**src/verilog/lsbu_regs.vh**
```
// Purpose: constants for the logic, shift and bit operation unit
// Assumes: plain Verilog-2005, included by bare name
// Notes:   opcode and size encodings are local to this unit
`ifndef LSBU_REGS_VH
`define LSBU_REGS_VH

`define LSBU_SZ_BYTE    2'h0
`define LSBU_SZ_WORD    2'h1
`define LSBU_SZ_LONG    2'h2

`define LSBU_OP_AND     5'h00
`define LSBU_OP_OR      5'h01
`define LSBU_OP_XOR     5'h02
`define LSBU_OP_NOT     5'h03
`define LSBU_OP_ASL     5'h04
`define LSBU_OP_ASR     5'h05
`define LSBU_OP_LSL     5'h06
`define LSBU_OP_LSR     5'h07
`define LSBU_OP_ROL     5'h08
`define LSBU_OP_ROR     5'h09
`define LSBU_OP_RCL     5'h0a
`define LSBU_OP_RCR     5'h0b
`define LSBU_OP_BSET1   5'h0c
`define LSBU_OP_BSET0   5'h0d
`define LSBU_OP_BTGL    5'h0e
`define LSBU_OP_BPROBE  5'h0f
`define LSBU_OP_CANDB   5'h10
`define LSBU_OP_CANDIB  5'h11
`define LSBU_OP_CORB    5'h12
`define LSBU_OP_CORIB   5'h13

`define LSBU_C_RST      1'h0
`define LSBU_Z_RST      1'h0
`define LSBU_RES_RST    32'h0000_0000

`endif

```
**src/verilog/lsbu_bitsel.v**
```verilog
// Purpose: byte bit select and single bit modify
// Assumes: pure combinational, bit position already resolved
// Notes:   shared by the modify and the carry-logic bit operations
module lsbu_bitsel (
	input  wire [7:0] byte_in,
	input  wire [2:0] pos,
	input  wire [1:0] mode,
	output wire       bit_out,
	output wire [7:0] byte_out
);
	// mode 0: force one, 1: force zero, 2: toggle, 3: unchanged
	genvar i;
	generate
		for (i = 0; i < 8; i = i + 1) begin : g_bit
			localparam [2:0] IDX = i;
			wire hit;
			assign hit = (pos == IDX);
			assign byte_out[i] = !hit ? byte_in[i] :
				(mode == 2'h0) ? 1'b1 :
				(mode == 2'h1) ? 1'b0 :
				(mode == 2'h2) ? ~byte_in[i] : byte_in[i];
		end
	endgenerate
	assign bit_out = byte_in[pos];
endmodule

```
**src/verilog/lsbu_core.v**
```verilog
// Purpose: logic, shift/rotate and single-bit datapath of the core
// Assumes: operands come from the decoder on the core clock; one op per cycle
// Notes:   result and flags are registered; flags not named by an op hold
`include "lsbu_regs.vh"
module lsbu_core (
	input  wire        clk,
	input  wire        rstn,
	input  wire        op_valid,
	input  wire [4:0]  op_code,
	input  wire [1:0]  op_size,
	input  wire [31:0] dst_val,
	input  wire [31:0] src_val,
	input  wire        src_is_imm,
	input  wire [31:0] imm_val,
	input  wire [2:0]  bit_imm,
	input  wire        bit_from_reg,
	input  wire        carry_in,
	input  wire        zero_in,
	output reg  [31:0] res_q,
	output reg         res_we_q,
	output reg         carry_q,
	output reg         zero_q,
	output reg         flag_we_q,
	output reg         op_done_q
);
	reg  [31:0] res_d;
	reg         res_we_d;
	reg         carry_d;
	reg         zero_d;
	reg         flag_we_d;
	reg  [31:0] mask;
	reg  [31:0] dmask;
	reg         msb;
	reg         lsb_out;
	reg  [1:0]  bmode;
	wire [31:0] opnd;
	wire [2:0]  pos;
	wire        sel_bit;
	wire [7:0]  mod_byte;
	wire        imm_only;

	assign opnd = src_is_imm ? imm_val : src_val;
	assign imm_only = (op_code == `LSBU_OP_CANDIB) || (op_code == `LSBU_OP_CORIB);
	// the inverted carry ops ignore the register select so bad decodes cannot reach them
	assign pos = (bit_from_reg && !imm_only) ? src_val[2:0] : bit_imm;

	lsbu_bitsel u_bitsel (
		.byte_in  (dst_val[7:0]),
		.pos      (pos),
		.mode     (bmode),
		.bit_out  (sel_bit),
		.byte_out (mod_byte)
	);

	always @* begin
		case (op_code)
			`LSBU_OP_BSET1: bmode = 2'h0;
			`LSBU_OP_BSET0: bmode = 2'h1;
			`LSBU_OP_BTGL:  bmode = 2'h2;
			default:        bmode = 2'h3;
		endcase
	end

	always @* begin
		case (op_size)
			`LSBU_SZ_BYTE: begin
				mask = 32'h0000_00ff;
				msb  = dst_val[7];
			end
			`LSBU_SZ_WORD: begin
				mask = 32'h0000_ffff;
				msb  = dst_val[15];
			end
			default: begin
				mask = 32'hffff_ffff;
				msb  = dst_val[31];
			end
		endcase
		dmask = dst_val & mask;
		lsb_out = dst_val[0];
	end

	always @* begin
		// bits above the operand size are kept so a byte op leaves the upper register alone
		res_d     = dst_val;
		res_we_d  = 1'b0;
		carry_d   = carry_in;
		zero_d    = zero_in;
		flag_we_d = 1'b0;
		case (op_code)
			`LSBU_OP_AND: begin
				res_d    = (dst_val & ~mask) | (dst_val & opnd & mask);
				res_we_d = 1'b1;
			end
			`LSBU_OP_OR: begin
				res_d    = (dst_val & ~mask) | ((dst_val | opnd) & mask);
				res_we_d = 1'b1;
			end
			`LSBU_OP_XOR: begin
				res_d    = (dst_val & ~mask) | ((dst_val ^ opnd) & mask);
				res_we_d = 1'b1;
			end
			`LSBU_OP_NOT: begin
				res_d    = (dst_val & ~mask) | (~dst_val & mask);
				res_we_d = 1'b1;
			end
			`LSBU_OP_ASL, `LSBU_OP_LSL: begin
				res_d     = (dst_val & ~mask) | ({dmask[30:0], 1'b0} & mask);
				res_we_d  = 1'b1;
				carry_d   = msb;
				flag_we_d = 1'b1;
			end
			`LSBU_OP_ASR: begin
				res_d     = (dst_val & ~mask) | ((({1'b0, dmask[31:1]}) | (msb ? (mask & ~(mask >> 1)) : 32'h0))
				            & mask);
				res_we_d  = 1'b1;
				carry_d   = lsb_out;
				flag_we_d = 1'b1;
			end
			`LSBU_OP_LSR: begin
				res_d     = (dst_val & ~mask) | ({1'b0, dmask[31:1]} & mask);
				res_we_d  = 1'b1;
				carry_d   = lsb_out;
				flag_we_d = 1'b1;
			end
			`LSBU_OP_ROL: begin
				res_d     = (dst_val & ~mask) | (({dmask[30:0], msb}) & mask);
				res_we_d  = 1'b1;
			end
			`LSBU_OP_ROR: begin
				res_d     = (dst_val & ~mask) | (({1'b0, dmask[31:1]} | (lsb_out ? (mask & ~(mask >> 1)) : 32'h0))
				            & mask);
				res_we_d  = 1'b1;
			end
			`LSBU_OP_RCL: begin
				res_d     = (dst_val & ~mask) | (({dmask[30:0], carry_in}) & mask);
				res_we_d  = 1'b1;
				carry_d   = msb;
				flag_we_d = 1'b1;
			end
			`LSBU_OP_RCR: begin
				res_d     = (dst_val & ~mask) | (({1'b0, dmask[31:1]} | (carry_in ? (mask & ~(mask >> 1)) : 32'h0))
				            & mask);
				res_we_d  = 1'b1;
				carry_d   = lsb_out;
				flag_we_d = 1'b1;
			end
			`LSBU_OP_BSET1, `LSBU_OP_BSET0, `LSBU_OP_BTGL: begin
				res_d    = {dst_val[31:8], mod_byte};
				res_we_d = 1'b1;
			end
			`LSBU_OP_BPROBE: begin
				zero_d    = ~sel_bit;
				flag_we_d = 1'b1;
			end
			`LSBU_OP_CANDB: begin
				carry_d   = carry_in & sel_bit;
				flag_we_d = 1'b1;
			end
			`LSBU_OP_CANDIB: begin
				carry_d   = carry_in & ~sel_bit;
				flag_we_d = 1'b1;
			end
			`LSBU_OP_CORB: begin
				carry_d   = carry_in | sel_bit;
				flag_we_d = 1'b1;
			end
			`LSBU_OP_CORIB: begin
				carry_d   = carry_in | ~sel_bit;
				flag_we_d = 1'b1;
			end
			default: begin
				res_we_d = 1'b0;
			end
		endcase
	end

	always @(posedge clk or negedge rstn) begin
		if (!rstn) begin
			res_q     <= `LSBU_RES_RST;
			res_we_q  <= 1'b0;
			carry_q   <= `LSBU_C_RST;
			zero_q    <= `LSBU_Z_RST;
			flag_we_q <= 1'b0;
			op_done_q <= 1'b0;
		end else begin
			op_done_q <= op_valid;
			res_we_q  <= op_valid & res_we_d;
			flag_we_q <= op_valid & flag_we_d;
			if (op_valid) begin
				res_q   <= res_d;
				carry_q <= carry_d;
				zero_q  <= zero_d;
			end
		end
	end
endmodule

```
**config.mk**
```make
export PLATFORM = sky130hd
export DESIGN_NAME = lsbu_core
export DESIGN_NICKNAME = d
export VERILOG_FILES = /design/src/verilog/lsbu_bitsel.v /design/src/verilog/lsbu_core.v
export VERILOG_INCLUDE_DIRS = /design/src /design/src/verilog
export SDC_FILE = /design/constraint.sdc
export NUM_CORES = 1
export LEC_CHECK = 0
export BUFFER_PORTS_ARGS = -buffer_cell sky130_fd_sc_hd__buf_4
export CORE_ASPECT_RATIO = 0.5
export CORE_MARGIN = 3
export CORE_UTILIZATION = 50
export DETAILED_ROUTE_END_ITERATION = 8
export HOLD_SLACK_MARGIN = 0.08
export PLACE_DENSITY_LB_ADDON = 0.05
export SYNTH_ARGS = -nofsm -noshare
export SYNTH_HDL_FRONTEND = slang
export SYNTH_SLANG_ARGS = --single-unit
```
**constraint.sdc**
```tcl
create_clock -name clk -period 2.7 [get_ports clk]
set_input_delay 0.135 -clock clk [delete_from_list [all_inputs] [get_ports clk]]
set_output_delay 0.135 -clock clk [all_outputs]
set_load 0.02 [all_outputs]
```
==> run_results.csv <==
group,metric,value,unit
timing,hold_viol,0,
timing,finalSetupTns,0,ps
synthesis,yosys-top-cells-area,"dfrtp_1, ha_1, mux2i_1",
grt,grt_remaining_overflow,0,
synthesis,synthAdderAreaFrac,14.2,%
synthesis,yosysUniqueCellTypes,65,
grt,grt_use_met2,48.3,%
run_status,outcome,"complete, no violations",
grt,grt_use_met1,42.4,%
die,ios,150,
synthesis,async_flop_share,100,%
synthesis,synth_edf_count,0,
power_and_ir_drop,p_int,1470,uW
worst_setup_path,critPathLaunchType,"primary input",
grt,grt.met3_usage,4.74,%
clock_tree,insertion_delay,280,ps
die,die_area,12700,um^2
cells_and_area,final_cells,964,
drt,vias_per_cell,6.67,
clock_tree,cts_setup_buffers,0,
power_and_ir_drop,p_per_area,340,nW/um^2
die,fp.dieH,81.2,um
timing,fin_crit_sh,72.3,%
placement,globalplace.congestion,0.907,
grt,grt_max_degree,41,
drt,drtPass1Iterations,5,
grt,antenna_found_initial,0,
cells_and_area,final_nets,1000,
grt,grt_usage,29.8,%
cells_and_area,drive_gt1_share,24.4,%
synthesis,synth-simple-area-share,12.2,%
synthesis,yosysWarnings,0,
cells_and_area,area_delta_synth_final,23.4,%
clock_tree,clk_path_buf_depth,2,
synthesis,synth_top_family_by_area,"compound AO/OA/AOI/OAI gates",
clock_tree,cts_buffers,5,
power_and_ir_drop,peakVddDrop,0.197,mV
clock_tree,clock_sinks,37,
synthesis,yosysSeqAreaShare,16.4,%
worst_setup_path,startpoint,"src_is_imm",
timing,rsz0062_at_grt,"false",
worst_setup_path,worst-path-buf-inv,1,
cells_and_area,num_antenna_cells,0,
die,core.rowCount,26,
synthesis,synth_nets,891,
timing,finalCriticalPeriod,1950,ps
cells_and_area,layout_commonest_cell,"buf_4",
power_and_ir_drop,comb_power_share,43.9,%
worst_setup_path,end_kind,"register",
power_and_ir_drop,pwr-share-seq,28.0,%
synthesis,synthFlopType,"dfrtp_1",
die,core,10600,um^2
timing,setup_violations,0,
cells_and_area,nFillCells,979,
drt,drc,0,
worst_setup_path,worst_ep_arrival_time,2120,ps
power_and_ir_drop,p_sw,899,uW
timing,worstMarginPinSlew,674,ps
die,initial_utilization,53.3,%
power_and_ir_drop,clockPowerShare,28.2,%
synthesis,syn_inst,714,
synthesis,post-synth-top-area-cell,"dfrtp_1",
clock_tree,tritoncts,"done",
worst_setup_path,crit_chain,"buf_4 > mux2i_1 > ha_1 > o21ai_1 > a211o_1 > a221o_1 > a221oi_1 > o221ai_1 > o221a_1",
drt,wirelength,19.6,mm
drt,wire_per_inst,20.3,um
worst_setup_path,max_stage_delay,310,ps
placement,dp_hpwl,13.7,mm
grt,grt_pass1_vias,5825,
drt,vias,6428,
min_path,hold_start,"zero_in",
synthesis,synth_xor_area_share,0,%
worst_setup_path,crit_path_top_delay_cell,"mux2i_1",
drt,drtAntennaViolNets,0,
grt,grt_pass1_wl,30.7,mm
worst_setup_path,worstPathMaxFanout,14,
min_path,min-delay-path-class,"primary input to register",
flow_run,maxCapViolCount,0,
timing,slew_headroom,55.1,%
power_and_ir_drop,power.leakage,0.00341,uW
clock_tree,path_clk_slew,60,ps
synthesis,synth-seq-cells,37,
grt,gr-max-usage-layer,"met2",
drt,drtIter0Drc,679,
timing,hold_ws,119,ps
placement,dp.cells,955,
placement,portBuffers,149,
timing,fmax,512,MHz
die,die_w,156,um
synthesis,synth-compound-area-share,38.2,%
worst_setup_path,worstReg2RegStart,"carry_q",
timing,slew_viol_final,0,
clock_tree,h-tree-depth,2,
synthesis,avgSynthCellArea,7.91,um^2
synthesis,syn_area,5650,um^2
synthesis,synth_top_cell_area_share,16.4,%
timing,fin_worst_skew,0,ps
worst_setup_path,crit_type,"primary input to register",
worst_setup_path,cp.required,2870,ps
synthesis,synth.area.mux_share,8.79,%
worst_setup_path,crit_family,"compound AO/OA/AOI/OAI gates",
clock_tree,root_buffer,"clkbuf_16",
power_and_ir_drop,sw_frac_of_total,37.9,%
cells_and_area,final_cell_mix,"buf_4, inv_1, ha_1",
## cell usage after synthesis, drive strengths merged, types with 12 or more instances
cell type / instances
a221oi: 18
buf: 23
nor2: 32
a31oi: 25
ha: 64
inv: 74
a22o: 15
o2bb2ai: 13
dfrtp: 37
o21ai: 50
clkbuf: 44
a22oi: 22
a2bb2oi: 22
a21oi: 19
o22ai: 15
mux2i: 44
nand2: 48
a222oi: 12
a311oi: 14
## worst paths after layout
kind	endpoint	slack, ps	cells past startpoint
hold / removal	zero_q	120	3
max in group asynchronous	res_q[23]	1930	2
setup / recovery	res_q[0]	750	9
hold reg to reg	res_q[14]	490	1
min in group asynchronous	res_q[3]	370	2
setup reg to reg	carry_q	1670	5
## power groups by stage
stage | Clock, uW | Sequential [uW] | Combinational (uW)
floorplan | 0 | 743 | 525
global placement | 0 | 671 | 1000
detailed placement | 0 | 669 | 1020
CTS | 670 | 661 | 1030
global route | 692 | 667 | 1130
finish | 667 | 662 | 1040
## state kept, by name, indices dropped and copies added (netlist names)
signal and flops:
res_q 32, flag_we_q 1, res_we_q 1, op_done_q 1, zero_q 1, carry_q 1
## kinds of logic after synthesis
family,after synthesis
compound gates,289
buf+inv,142
simple gates,133
fa+ha+maj,64
mux,49
flops,37
## worst register-to-register path, stage by stage (launching register included)
cell	delay, ps
dfrtp_1	350
nor2_1	40
a31oi_1	230
nand3_1	110
a21o_1	170
nand3_1	70
## metal layers
metal	wire (um)	vias to the layer above	share of wire, %
li1	-	2949	-
met1	8470	3063	43
met2	8810	399	45
met3	2210	17	11
met4	127	0	0.65
met5	0	-	0
## metrics by stage
step                cell area [um^2]  worst slack, ps  power (uW)  utilization [%]
floorplan                       5650              220        1270                -
global placement                6800              560        1670             64.1
detailed placement              6800              481        1690             64.1
CTS                             6970              767        2360             65.8
global route                    6970              625        2490             65.8
finish                          6970              748        2370             65.8
## layout make-up
cell class / instances / area [um^2] / share of cell area (%)
well taps: 140 / 175 / 2.51
clock buffers: 7 / 153 / 2.19
clock inverters: 1 / 8.76 / 0.126
multi-input cells: 535 / 4150 / 59.5
repair buffers: 169 / 1280 / 18.4
flip-flops and latches: 37 / 926 / 13.3
inverters: 75 / 282 / 4.04
## what timing repair did
action | CTS | global route
setup endpoints to repair | 0 | 0
resized for setup | 0 | 0
hold buffers | 1 | 0
endpoints found under the hold margin | 37 | 0
Power figures use the tool's default switching activity.
